--- src/light_sensor_map.svh ---
/*
 * Constants of the conversion control and status register: field positions,
 * reset values and conversion timing.
 * Assumes inclusion by bare name from the package and the design modules.
 */
`ifndef LIGHT_SENSOR_MAP_SVH
`define LIGHT_SENSOR_MAP_SVH

`define CFG_RESET        16'hC810
`define RANGE_MSB        15
`define RANGE_LSB        12
`define CONV_TIME_BIT    11
`define MODE_MSB         10
`define MODE_LSB         9
`define OVERLOAD_BIT     8
`define CONV_DONE_BIT    7
`define ABOVE_BIT        6
`define BELOW_BIT        5
`define LATCH_BIT        4
`define POL_BIT          3
`define ME_BIT           2
`define FAULT_SEL_MSB    1
`define FAULT_SEL_LSB    0

`define RANGE_RESET      4'hC
`define RANGE_AUTO       4'hC
`define RANGE_MAX        4'hB
`define AUTO_RANGE_RESET 4'h0
`define CONV_TIME_RESET  1'b1
`define LATCH_RESET      1'b1
`define POL_RESET        1'b0
`define ME_RESET         1'b0
`define FAULT_SEL_RESET  2'h0

`define CONV_SHORT_MS    100
`define CONV_LONG_MS     800
`define CLK_CYCLES_PER_MS 125000

`endif

--- src/light_sensor_pkg.sv ---
/*
 * Types shared by the conversion control block and its fault qualifier.
 * Assumes the constants header is on the include path.
 */
`include "light_sensor_map.svh"

package light_sensor_pkg;

	typedef enum logic [1:0] {
		MODE_SHUTDOWN = 2'b00,
		MODE_SINGLE   = 2'b01,
		MODE_CONT     = 2'b10,
		MODE_CONT_ALT = 2'b11
	} op_mode_t;

	typedef enum logic {
		ST_IDLE    = 1'b0,
		ST_CONVERT = 1'b1
	} conv_state_t;

	// Linear light value of an exponent and mantissa pair.
	function automatic logic [22:0] scale_value(input logic [3:0] expo, input logic [11:0] mant);
		scale_value = 23'({11'h000, mant} << expo);
	endfunction : scale_value

	// Low mantissa bits that carry no information at the short conversion time.
	function automatic logic [1:0] drop_bits(input logic [3:0] range, input logic long_time);
		if (long_time || range > 4'h5) begin
			drop_bits = 2'h0;
		end else if (range == 4'h5) begin
			drop_bits = 2'h1;
		end else if (range == 4'h0) begin
			drop_bits = 2'h3;
		end else begin
			drop_bits = 2'h2;
		end
	endfunction : drop_bits

endpackage : light_sensor_pkg
--- src/fault_qualifier.sv ---
/*
 * Counts consecutive qualifying measurements and pulses once the selected
 * count of one, two, four or eight is reached.
 * Assumes step is a one-cycle pulse per finished measurement.
 */
`timescale 1ns/1ps
`default_nettype none

module fault_qualifier
	import light_sensor_pkg::*;
(
	input  wire logic       sys_clk,
	input  wire logic       rst_n,
	input  wire logic       step,
	input  wire logic       hit,
	input  wire logic [1:0] count_sel,
	output logic            fire
);

	logic [3:0] run_ff;
	logic [3:0] need;
	logic [3:0] run_inc;
	logic [3:0] nxt_run;

	assign need    = 4'(4'h1 << count_sel);
	assign run_inc = (run_ff >= need) ? need : 4'(run_ff + 4'h1);
	assign nxt_run = step ? (hit ? run_inc : 4'h0) : run_ff;
	assign fire    = step && hit && (run_inc >= need);

	always_ff @(posedge sys_clk or negedge rst_n) begin
		if (!rst_n) begin
			run_ff <= 4'h0;
		end else begin
			run_ff <= nxt_run;
		end
	end
endmodule : fault_qualifier

`default_nettype wire

--- src/light_sensor_ctrl.sv ---
/*
 * Conversion control and status register of an ambient light sensor:
 * modes, conversion timing, automatic range stepping, overload, ready and
 * limit flags.
 * Assumes the serial interface delivers decoded one-cycle read and write
 * strobes for this register, and the analog front end gives a mantissa and
 * an overload level synchronous to sys_clk.
 */
// What this block does
// - Conversion lasts either 100 ms or 800 ms, chosen by conversion time field.
// - Conversion time field is read/write and resets to one.
// - Short time drops one, two or three resolution bits at low ranges.
// - Result encoding and LSB weight never depend on conversion time.
// - Mode 00 shutdown, 01 single conversion, 10 or 11 continuous.
// - Mode field resets to shutdown.
// - Single mode reads 01 while converting, then self-clears to 00.
// - Entering shutdown keeps ready, limit flags and alert unchanged.
// - Overload flag is re-evaluated on every measurement, read-only.
// - Manual range overload may flag even with result below full scale.
// - In auto range only, overload below maximum range aborts conversion and steps range up.
// - Ready flag sets when a conversion finishes.
// - Ready clears on register read or non-shutdown write only.
// - Above flag sets after consecutive results over the high limit.
// - Below flag sets after consecutive results under the low limit.
// - Fault count codes select one, two, four or eight; default one.
// - Register write aborts conversion; restarts if written mode converts.
`timescale 1ns/1ps
`default_nettype none

module light_sensor_ctrl
	import light_sensor_pkg::*;
#(
	parameter int unsigned SHORT_CYCLES = `CONV_SHORT_MS * `CLK_CYCLES_PER_MS,
	parameter int unsigned LONG_CYCLES  = `CONV_LONG_MS * `CLK_CYCLES_PER_MS
) (
	input  wire logic        sys_clk,
	input  wire logic        rst_n,
	input  wire logic        reg_wr,
	input  wire logic        reg_rd,
	input  wire logic [15:0] reg_wdata,
	output logic      [15:0] reg_rdata,
	input  wire logic [11:0] adc_mantissa,
	input  wire logic        adc_overload,
	input  wire logic [15:0] high_limit,
	input  wire logic [15:0] low_limit,
	output logic      [15:0] result_data,
	output logic             conv_active,
	output logic      [1:0]  res_drop_bits,
	output logic             limit_alert
);

	logic [3:0]  range_sel_ff;
	logic        conv_time_sel_ff;
	op_mode_t    mode_ff;
	logic        overload_flag_ff;
	logic        conv_done_flag_ff;
	logic        above_limit_flag_ff;
	logic        below_limit_flag_ff;
	logic        latch_ff;
	logic        pol_ff;
	logic        mask_exp_ff;
	logic [1:0]  consecutive_fault_sel_ff;
	conv_state_t state_ff;
	logic [26:0] cnt_ff;
	logic [3:0]  auto_range_ff;
	logic        ovl_seen_ff;
	logic [15:0] result_ff;

	op_mode_t    wr_mode;
	logic        auto_mode;
	logic [3:0]  active_range;
	logic [26:0] conv_last;
	logic        converting;
	logic        range_step;
	logic        conv_end;
	logic        single_end;
	logic        start_req;
	logic        restart;
	logic [11:0] kept_mant;
	logic [3:0]  result_exp;
	logic [22:0] meas_value;
	logic        hit_high;
	logic        hit_low;
	logic        fire_high;
	logic        fire_low;
	conv_state_t nxt_state;
	op_mode_t    nxt_mode;
	logic [26:0] nxt_cnt;
	logic        nxt_ovl_seen;
	logic        nxt_conv_done;
	logic        nxt_above;
	logic        nxt_below;

	assign wr_mode      = op_mode_t'(reg_wdata[`MODE_MSB:`MODE_LSB]);
	assign auto_mode    = (range_sel_ff >= `RANGE_AUTO);
	assign active_range = auto_mode ? auto_range_ff : range_sel_ff;
	assign conv_last    = conv_time_sel_ff ? 27'(LONG_CYCLES - 1) : 27'(SHORT_CYCLES - 1);
	assign converting   = (state_ff == ST_CONVERT);

	// A write takes precedence over everything the running conversion would do.
	assign range_step = converting && !reg_wr && adc_overload && auto_mode
		&& (auto_range_ff < `RANGE_MAX);
	assign conv_end   = converting && !reg_wr && !range_step && (cnt_ff == conv_last);
	assign single_end = conv_end && (mode_ff == MODE_SINGLE);
	assign start_req  = reg_wr && (wr_mode != MODE_SHUTDOWN);
	assign restart    = reg_wr || range_step || conv_end;

	// Short conversions zero the unresolved low bits; format and weight stay fixed.
	assign res_drop_bits = drop_bits(active_range, conv_time_sel_ff);
	assign kept_mant     = 12'(adc_mantissa & (12'hFFF << res_drop_bits));
	assign result_exp    = (mask_exp_ff && !auto_mode) ? 4'h0 : active_range;
	assign meas_value    = scale_value(active_range, kept_mant);
	assign hit_high      = meas_value > scale_value(high_limit[15:12], high_limit[11:0]);
	assign hit_low       = meas_value < scale_value(low_limit[15:12], low_limit[11:0]);

	assign nxt_state = reg_wr ? (start_req ? ST_CONVERT : ST_IDLE)
		: (single_end ? ST_IDLE : state_ff);
	assign nxt_mode  = reg_wr ? wr_mode : (single_end ? MODE_SHUTDOWN : mode_ff);
	assign nxt_cnt   = restart ? 27'h0000000 : (converting ? 27'(cnt_ff + 27'h0000001) : cnt_ff);
	assign nxt_ovl_seen = restart ? 1'b0 : (ovl_seen_ff || (converting && adc_overload));

	// Hardware set beats a clear in the same cycle; a shutdown write clears nothing.
	assign nxt_conv_done = conv_end || (conv_done_flag_ff && !reg_rd && !start_req);
	assign nxt_above     = fire_high || (above_limit_flag_ff && !reg_rd);
	assign nxt_below     = fire_low || (below_limit_flag_ff && !reg_rd);

	fault_qualifier u_high_qual (
		.sys_clk   (sys_clk),
		.rst_n     (rst_n),
		.step      (conv_end),
		.hit       (hit_high),
		.count_sel (consecutive_fault_sel_ff),
		.fire      (fire_high)
	);

	fault_qualifier u_low_qual (
		.sys_clk   (sys_clk),
		.rst_n     (rst_n),
		.step      (conv_end),
		.hit       (hit_low),
		.count_sel (consecutive_fault_sel_ff),
		.fire      (fire_low)
	);

	always_ff @(posedge sys_clk or negedge rst_n) begin
		if (!rst_n) begin
			range_sel_ff             <= `RANGE_RESET;
			conv_time_sel_ff         <= `CONV_TIME_RESET;
			latch_ff                 <= `LATCH_RESET;
			pol_ff                   <= `POL_RESET;
			mask_exp_ff              <= `ME_RESET;
			consecutive_fault_sel_ff <= `FAULT_SEL_RESET;
		end else if (reg_wr) begin
			range_sel_ff             <= reg_wdata[`RANGE_MSB:`RANGE_LSB];
			conv_time_sel_ff         <= reg_wdata[`CONV_TIME_BIT];
			latch_ff                 <= reg_wdata[`LATCH_BIT];
			pol_ff                   <= reg_wdata[`POL_BIT];
			mask_exp_ff              <= reg_wdata[`ME_BIT];
			consecutive_fault_sel_ff <= reg_wdata[`FAULT_SEL_MSB:`FAULT_SEL_LSB];
		end
	end

	always_ff @(posedge sys_clk or negedge rst_n) begin
		if (!rst_n) begin
			mode_ff     <= MODE_SHUTDOWN;
			state_ff    <= ST_IDLE;
			cnt_ff      <= 27'h0000000;
			ovl_seen_ff <= 1'b0;
		end else begin
			mode_ff     <= nxt_mode;
			state_ff    <= nxt_state;
			cnt_ff      <= nxt_cnt;
			ovl_seen_ff <= nxt_ovl_seen;
		end
	end

	always_ff @(posedge sys_clk or negedge rst_n) begin
		if (!rst_n) begin
			auto_range_ff <= `AUTO_RANGE_RESET;
		end else if (range_step) begin
			auto_range_ff <= 4'(auto_range_ff + 4'h1);
		end
	end

	always_ff @(posedge sys_clk or negedge rst_n) begin
		if (!rst_n) begin
			overload_flag_ff <= 1'b0;
			result_ff        <= 16'h0000;
		end else if (conv_end) begin
			overload_flag_ff <= ovl_seen_ff || adc_overload;
			result_ff        <= {result_exp, kept_mant};
		end
	end

	always_ff @(posedge sys_clk or negedge rst_n) begin
		if (!rst_n) begin
			conv_done_flag_ff   <= 1'b0;
			above_limit_flag_ff <= 1'b0;
			below_limit_flag_ff <= 1'b0;
		end else begin
			conv_done_flag_ff   <= nxt_conv_done;
			above_limit_flag_ff <= nxt_above;
			below_limit_flag_ff <= nxt_below;
		end
	end

	assign reg_rdata = {range_sel_ff, conv_time_sel_ff, mode_ff, overload_flag_ff, conv_done_flag_ff,
		above_limit_flag_ff, below_limit_flag_ff, latch_ff, pol_ff, mask_exp_ff, consecutive_fault_sel_ff};
	assign result_data = result_ff;
	assign conv_active = converting;
	assign limit_alert = above_limit_flag_ff || below_limit_flag_ff;
endmodule : light_sensor_ctrl

`default_nettype wire

--- config.mk ---
export PLATFORM = sky130hd
export DESIGN_NAME = light_sensor_ctrl
export DESIGN_NICKNAME = d
export VERILOG_FILES = /design/src/light_sensor_pkg.sv /design/src/fault_qualifier.sv /design/src/light_sensor_ctrl.sv
export VERILOG_INCLUDE_DIRS = /design/src
export SDC_FILE = /design/constraint.sdc
export NUM_CORES = 1
export LEC_CHECK = 0
export BUFFER_PORTS_ARGS = -buffer_cell sky130_fd_sc_hd__buf_4
export CAP_MARGIN = 5
export CORE_ASPECT_RATIO = 1.5
export CORE_UTILIZATION = 54
export CTS_CLUSTER_SIZE = 12
export DETAILED_ROUTE_END_ITERATION = 10
export GPL_TIMING_DRIVEN = 1
export PLACE_DENSITY_LB_ADDON = 0.25
export SYNTH_ARGS = -nofsm -noshare
export SYNTH_HDL_FRONTEND = slang
export SYNTH_SLANG_ARGS = --single-unit
--- constraint.sdc ---
create_clock -name sys_clk -period 4.3 [get_ports sys_clk]
set_input_delay 0.86 -clock sys_clk [delete_from_list [all_inputs] [get_ports sys_clk]]
set_output_delay 0.86 -clock sys_clk [all_outputs]
set_load 0.02 [all_outputs]
==> run_results.csv, run 1 <==
group,metric,value,unit
floorplan,core_area,0.0121,mm2
placed_design,place_ws,0.0352,ns
cts,tritoncts,"yes",
drt,post-route-drc-count,0,
cts,cts_inserted_buffers,9,
floorplan,start_util,56.0,%
cts,clk_root_buffer_cell,"sky130_fd_sc_hd__clkbuf_16",
status,outcome,"completed",
power_and_ir_drop,finalPower,2890,uW
worst_setup_path,cp.required,4.53,ns
sta,post-route-period-util,96.7,%
sta,final_period_minus_worst_setup_slack,4.16,ns
grt,busiest_layer,"met2",
worst_setup_path,path_max_fanout,10,
placed_design,port-buffer-count,96,
floorplan,number_of_i_o_pins,101,
min_path,hold_path.class,"flip-flop to flip-flop",
min_path,worstHoldEndpoint,"result_data[6]$_DFFE_PN0P_",
sta,final_max_slew_viol_count,0,
finish,num_antenna_cells,0,
finish,post_route_cells_drive_above_1_share,23.5,%
finish,area_growth_syn_to_layout,19.2,%
sta,max_slew_margin,19.3,%
yosys,synth_cell_type_count,63,
sta,final-setup-viol-count,0,
cts,clock_pin_slew_worst_setup_and_hold_paths,0.06,ns
drt,antenna_left,0,
worst_setup_path,criticalPathCategory,"flip-flop to flip-flop",
grt,grt_util_met1,30.7,%
drt,route.detailed.vias_per_inst,6.31,
grt,grt_start_max_net_pins,74,
floorplan,placement_rows,49,
yosys,synth_enable_flop_cells,0,
cts,clock-sinks,73,
cts,clk-insertion-delay-late,0.34,ns
worst_setup_path,capture_instance_of_the_worst_register_to_register_path,"u_low_qual.run_ff[3]$_DFFE_PN0P_",
drt,finalWirelength,19000,um
grt,grt_pass1_vias,6411,
yosys,synth.avg_cell_area,8.86,um2
worst_setup_path,setup.worst_path.start_class,"flip-flop",
placed_design,detailed_place_hpwl,14800,um
yosys,synth-warning-count,0,
worst_setup_path,cp-end-kind,"flip-flop",
power_and_ir_drop,irDropWorstVdd,0.315,mV
yosys,netlist_instances,768,
yosys,synth-seq-cells,73,
grt,grt_pass1_wl,30300,um
yosys,yosysSeqAreaShare,26.9,%
drt,detailedRoute.firstIterationViolations,448,
cts,cts_hold_buf,0,
worst_setup_path,timing.reg2reg.setup_slack,0.14,ns
placed_design,gp_congestion,0.917,
worst_setup_path,critical_path.reg2reg.startpoint,"range_sel_ff[3]$_DFFE_PN1P_",
min_path,timing.hold.worst_path_depth,1,
min_path,worst_hold_start,"result_data[6]$_DFFE_PN0P_",
grt,antenna_found_initial,0,
grt,globalRouteOverflowTotal,0,
power_and_ir_drop,power_leakage,0.00378,uW
floorplan,die_width,93.6,um
grt,grt_usage,29.5,%
yosys,synthesis.nets,898,
worst_setup_path,rr_worst_depth,13,
floorplan,die-area,0.0131,mm2
cts,cts_max_level,3,
drt,routed_wire_length_per_instance,18.8,um
sta,clock-skew-final,0.00394,ns
drt,firstDrtPassIters,6,
drt,vias,6403,
yosys,synthesis.area,0.00680,mm2
grt,grt.met3_usage,4.21,%
sta,final_critical_path_setup_slack,0.142,ns
sta,clock.fmax,0.241,GHz
yosys,postSynth.topFlopCell,"sky130_fd_sc_hd__dfrtp_1",
sta,setup_tns,0,ns
sta,worst-slew-pin-transition,1.20,ns
power_and_ir_drop,power_density_over_the_cells,357,mW/mm2
cts,ctsLongestPathBuffers,2,
floorplan,chipHeight,139,um
yosys,asyncSetResetFlopFracSynth,100,%
sta,timing.final.hold_violations,0,
finish,final_net_count,986,
flow_run,max-cap-violations,0,
grt,grt_util_met2,55.3,%
worst_setup_path,arrival,4.38,ns
sta,rsz0062_at_grt,"no",
[worst max path at each step]
stage	slack (ns)	end	cells after the start	startpoint
floorplan	0.39	u_high_qual.run_ff[2]$_DFFE_PN0P_	12	high_limit[12]
global placement	0.18	u_high_qual.run_ff[2]$_DFFE_PN0P_	13	range_sel_ff[2]$_DFFE_PN1P_
detailed placement	0.04	above_limit_flag_ff$_DFF_PN0_	13	range_sel_ff[2]$_DFFE_PN1P_
CTS	0.16	u_high_qual.run_ff[0]$_DFFE_PN0P_	11	range_sel_ff[3]$_DFFE_PN1P_
global route	0.04	u_high_qual.run_ff[1]$_DFFE_PN0P_	14	range_sel_ff[3]$_DFFE_PN1P_
finish	0.14	u_low_qual.run_ff[3]$_DFFE_PN0P_	13	range_sel_ff[3]$_DFFE_PN1P_
[area by class of cell]
| class | instances | area [um2] |
|---|---|---|
| flip-flops and latches | 73 | 1830 |
| repair buffers | 123 | 961 |
| clock buffers | 9 | 225 |
| well taps | 153 | 191 |
| fillers | 1036 | 4030 |
| clock inverters | 7 | 95.1 |
| inverters | 26 | 97.6 |
| multi-input cells | 623 | 4710 |
[cell usage after synthesis, types with 10 or more instances]
library cell / count / area share (%)
sky130_fd_sc_hd__dfrtp_1: 69 / 25
sky130_fd_sc_hd__nand3_1: 31 / 2.3
sky130_fd_sc_hd__ha_1: 65 / 12
sky130_fd_sc_hd__mux2_2: 33 / 5.5
sky130_fd_sc_hd__xor2_1: 21 / 2.7
sky130_fd_sc_hd__nand4_1: 24 / 2.2
sky130_fd_sc_hd__clkbuf_1: 32 / 1.8
sky130_fd_sc_hd__nand2b_1: 10 / 0.92
sky130_fd_sc_hd__nor3_1: 19 / 1.4
sky130_fd_sc_hd__a22oi_1: 13 / 1.4
sky130_fd_sc_hd__nor2_1: 67 / 3.7
sky130_fd_sc_hd__xnor2_1: 12 / 1.5
sky130_fd_sc_hd__mux2i_1: 62 / 9.1
sky130_fd_sc_hd__inv_1: 24 / 1.3
sky130_fd_sc_hd__nand2_1: 69 / 3.8
sky130_fd_sc_hd__o21ai_0: 35 / 2.6
sky130_fd_sc_hd__a21oi_1: 30 / 2.2
sky130_fd_sc_hd__o31ai_1: 13 / 1.4
[worst max-delay path, stage by stage (launching register included)]
cell and delay (ns):
sky130_fd_sc_hd__dfstp_2 0.62, sky130_fd_sc_hd__or4bb_1 0.52, sky130_fd_sc_hd__and2_1 0.21, sky130_fd_sc_hd__a2111oi_0 0.50
sky130_fd_sc_hd__a221oi_2 0.09, sky130_fd_sc_hd__mux2i_1 0.30, sky130_fd_sc_hd__buf_4 0.18, sky130_fd_sc_hd__buf_4 0.09
sky130_fd_sc_hd__ha_1 0.22, sky130_fd_sc_hd__nand4_1 0.14, sky130_fd_sc_hd__o21ai_0 0.10, sky130_fd_sc_hd__o221a_2 0.24
sky130_fd_sc_hd__or4_4 0.56, sky130_fd_sc_hd__o31ai_1 0.27
[logic make-up after synthesis]
| kind of cell | count (synthesis) | share of synthesized area (%) |
|---|---|---|
| adder cells (fa/ha/maj) | 65 | 12.0 |
| buffers and inverters | 72 | 4.45 |
| multiplexers | 109 | 18.4 |
| flip-flops | 73 | 26.9 |
| AND/OR/NAND/NOR | 266 | 19.1 |
| AO/OA/AOI/OAI | 150 | 14.9 |
| XOR/XNOR | 33 | 4.25 |
[cell usage in the layout, fill, tap and decap left out, drive strengths merged, types with 4 or more instances in the layout]
cell type  count
a21oi         30
mux2i         62
or2            7
o32ai          4
nor2b          5
and3           4
mux4           9
a211oi         9
o21ai         35
nor2          67
ha            65
xnor2         12
o41ai          4
dfrtp         69
or4            5
nand2b        10
nand3         31
mux2          38
o31ai         13
and2           7
xor2          21
clkinv         6
inv           24
a22oi         13
clkbuf         9
nand4         24
o22ai          6
a21o           6
nand2         69
buf          123
dfstp          4
nor3          19
[state kept, by name, indices dropped and copies added (netlist names)]
register / count
result_data: 16
u_low_qual.run_ff: 4
conv_active: 1
range_sel_ff: 4
ovl_seen_ff: 1
overload_flag_ff: 1
mode_ff: 2
u_high_qual.run_ff: 4
cnt_ff: 27
mask_exp_ff: 1
above_limit_flag_ff: 1
consecutive_fault_sel_ff: 2
latch_ff: 1
auto_range_ff: 4
conv_done_flag_ff: 1
below_limit_flag_ff: 1
conv_time_sel_ff: 1
pol_ff: 1
[metrics by stage]
step	util [%]	cell area, um2	hold slack, ns	std cells
final	66.8	8110	0.493	1014
after global routing	66.8	8110	0.524	1014
after CTS	66.5	8070	0.497	1013
after detailed placement	63.8	7740	0.483	997
after global placement	63.8	7740	0.471	997
after floorplan	-	6800	0.443	768
[routing by layer]
layer | share of wire (%) | vias up
met5 | 0 | -
met4 | 4.6 | 0
li1 | - | 3032
met1 | 36 | 3092
met2 | 54 | 215
met3 | 4.5 | 64
[power by group]
group	total (uW)	internal [uW]	switching (uW)
Sequential	797	736	61.5
Clock	799	507	292
Combinational	1300	572	725
Total	2890	1820	1080
[what timing repair did]
item	4_1_cts	5_1_grt
endpoints found under the setup margin	1	4
gates resized for setup	1	5
setup buffers	0	1
No activity file was read; power rests on OpenSTA's default activity.
==> run 2, diff against run 1 <==
Settings changed: CORE_UTILIZATION 54 to 53.
Clock period 4.3 ns to 3.4 ns, I/O delays scaled along.
==> run_results.csv, run 2 (same netlist as run 1, synthesis figures left out) <==
group,metric,value,unit
status,outcome,"finished with violations",
status,failed_checks,"setup timing",
sta,final_period_minus_worst_setup_slack,3.80,ns
power_and_ir_drop,power_density_over_the_cells,452,mW/mm2
min_path,hold_path.class,"input port to asynchronous set/reset pin",
floorplan,die_width,94.5,um
floorplan,die-area,0.0133,mm2
worst_setup_path,setup.worst_path.start_class,"flip-flop",
flow_run,max-cap-violations,0,
floorplan,start_util,54.4,%
finish,design_area,0.00943,mm2
grt,grt_pass1_vias,7288,
power_and_ir_drop,p_clk_share,23.1,%
worst_setup_path,worst_path_max_delay_cell,"sky130_fd_sc_hd__dfstp_2",
cts,clock_pin_slew_worst_setup_and_hold_paths,0.06,ns
grt,grt.met3_usage,3.40,%
worst_setup_path,path_cells,"buf_6, and2_4, mux2_4, buf_4, mux2i_1, o22ai_1, ha_1, nand4_1, or4_4, a311oi_4, a211oi_4, buf_12, o41ai_4",
power_and_ir_drop,p_sw_share,37.6,%
sta,post-route-period-util,112,%
finish,largest_register_ffs,27,
power_and_ir_drop,irDropWorstVdd,0.426,mV
placed_design,detailed_place.area,0.00865,mm2
drt,route.detailed.vias_per_inst,6.17,
floorplan,placement_rows,50,
grt,busiest_layer,"met2",
cts,cts_inserted_buffers,9,
worst_setup_path,arrival,4.04,ns
sta,setup_tns,-3.63,ns
cts,ctsLongestPathBuffers,2,
grt,antenna_found_initial,0,
worst_setup_path,cp-end-kind,"flip-flop",
finish,leading_cell_type_in_the_layout_fill_and_taps_excluded,"sky130_fd_sc_hd__buf_4",
drt,routed_wire_length_per_instance,19.0,um
placed_design,detailed_place_hpwl,16500,um
cts,cts_max_level,3,
drt,finalWirelength,21700,um
placed_design,port-buffer-count,96,
power_and_ir_drop,pwr-share-comb,53.6,%
finish,num_antenna_cells,0,
grt,grt_pass1_wl,34300,um
sta,max_slew_margin,38.2,%
finish,final_net_count,1114,
floorplan,chipHeight,141,um
finish,largest_register,"cnt_ff",
sta,clock-skew-final,0.0118,ns
cts,clock-sinks,73,
sta,worst-slew-pin-transition,0.928,ns
sta,rsz0062_at_grt,"yes",
drt,antenna_left,0,
power_and_ir_drop,power_leakage,0.00447,uW
floorplan,number_of_i_o_pins,101,
power_and_ir_drop,p_switching,1600,uW
power_and_ir_drop,share_seq_of_total_power,23.3,%
grt,grt_util_met2,61.1,%
worst_setup_path,cpLargestDelayFamily,"simple AND/OR/NAND/NOR gates",
sta,clock.fmax,0.263,GHz
drt,firstDrtPassIters,5,
finish,area_growth_syn_to_layout,38.6,%
sta,final-setup-viol-count,10,
sta,final_critical_path_setup_slack,-0.403,ns
worst_setup_path,criticalPathCategory,"flip-flop to flip-flop",
cts,clk-insertion-delay-late,0.34,ns
finish,post_route_cells_drive_above_1_share,37.7,%
drt,vias,7067,
grt,grt_start_max_net_pins,74,
grt,grt_usage,32.9,%
worst_setup_path,cp.buffers_inverters,3,
worst_setup_path,cp.required,3.63,ns
drt,detailedRoute.firstIterationViolations,426,
finish,top_library_cells_by_usage_in_the_layout_fill_and_taps_aside,"sky130_fd_sc_hd__buf_4, sky130_fd_sc_hd__nand2_1, sky130_fd_sc_hd__dfrtp_1",
worst_setup_path,path_max_fanout,12,
floorplan,core_area,0.0125,mm2
cts,cts_hold_buf,0,
sta,timing.final.hold_violations,0,
cts,tritoncts,"yes",
power_and_ir_drop,power.internal,2660,uW
cts,clk_root_buffer_cell,"sky130_fd_sc_hd__clkbuf_16",
sta,final_max_slew_viol_count,0,
drt,post-route-drc-count,0,
grt,globalRouteOverflowTotal,0,
placed_design,gp_congestion,1.03,
worst_setup_path,timing.critical_path.slowest_cell_delay,0.62,ns
grt,grt_util_met1,34.3,%
==> run 2: cell types whose count changed in the layout (fill, tap and decap cells not counted), sizes merged <==
cell and delta:
nand2 +1, clkinv -4, clkbuf +3, clkinvlp +2, buf +127, bufinv -1
==> run 2: metrics by stage <==
step / power (uW) / util (%) / setup WS [ns] / hold WS, ns / cells
4_1_cts: 4070 / 73.5 / -0.369 / 0.496 / 1139
3_5_place_dp: 2960 / 69.1 / -0.542 / 0.482 / 1115
6_report: 4260 / 75.4 / -0.403 / 0.455 / 1145
3_3_place_gp: 2860 / 69.1 / -0.453 / 0.476 / 1115
2_1_floorplan: 2130 / - / -0.0753 / 0.384 / 768
5_1_grt: 4490 / 75.4 / -0.519 / 0.514 / 1145
==> run 2: worst reg2reg max path, cell delays in order (launching register included) <==
cell	delay, ns
sky130_fd_sc_hd__dfstp_2	0.62
sky130_fd_sc_hd__buf_6	0.13
sky130_fd_sc_hd__and2_4	0.16
sky130_fd_sc_hd__mux2_4	0.35
sky130_fd_sc_hd__buf_4	0.22
sky130_fd_sc_hd__mux2i_1	0.27
sky130_fd_sc_hd__o22ai_1	0.20
sky130_fd_sc_hd__ha_1	0.36
sky130_fd_sc_hd__nand4_1	0.11
sky130_fd_sc_hd__or4_4	0.56
sky130_fd_sc_hd__a311oi_4	0.26
sky130_fd_sc_hd__a211oi_4	0.08
sky130_fd_sc_hd__buf_12	0.16
sky130_fd_sc_hd__o41ai_4	0.22
==> run 2: routing by layer <==
| metal | vias up | routed length, um |
|---|---|---|
| li1 | 3285 | - |
| met1 | 3406 | 8020 |
| met2 | 268 | 11500 |
| met3 | 108 | 807 |
| met4 | 0 | 1350 |
| met5 | - | 0 |
==> run 2: power by group through the flow <==
stage | Clock [uW] | Combinational, uW | Sequential, uW
after floorplan | 0 | 1100 | 1030
final | 985 | 2290 | 992
after global routing | 1020 | 2470 | 999
after CTS | 990 | 2090 | 990
after global placement | 0 | 1860 | 999
after detailed placement | 0 | 1950 | 1000
==> run 2: area by class of cell <==
| class | instances | area [um2] |
|---|---|---|
| clock buffers | 12 | 256 |
| flip-flops and latches | 73 | 1830 |
| well taps | 156 | 195 |
| inverters | 26 | 97.6 |
| repair buffers | 250 | 1920 |
| multi-input cells | 624 | 5070 |
| clock inverters | 4 | 52.6 |
| fillers | 902 | 3080 |
==> run 2: final timing paths <==
check	from	slack, ns	cells after the start	end
max in group asynchronous	rst_n	2.27	1	range_sel_ff[0]$_DFFE_PN0P_
setup / recovery	range_sel_ff[2]$_DFFE_PN1P_	-0.40	13	u_high_qual.run_ff[1]$_DFFE_PN0P_
setup reg to reg	range_sel_ff[2]$_DFFE_PN1P_	-0.40	13	u_high_qual.run_ff[1]$_DFFE_PN0P_
min in group sys_clk	result_data[6]$_DFFE_PN0P_	0.49	1	result_data[6]$_DFFE_PN0P_
hold reg to reg	result_data[6]$_DFFE_PN0P_	0.49	1	result_data[6]$_DFFE_PN0P_
hold / removal	rst_n	0.46	1	cnt_ff[13]$_DFFE_PN0P_
==> run 2: repair_timing <==
item                                    4_1_cts  5_1_grt
buffers inserted                              9        5
gates resized for setup                      32       31
endpoints found under the setup margin       10       10
gates cloned                                  0        1
pin swaps                                    11       11
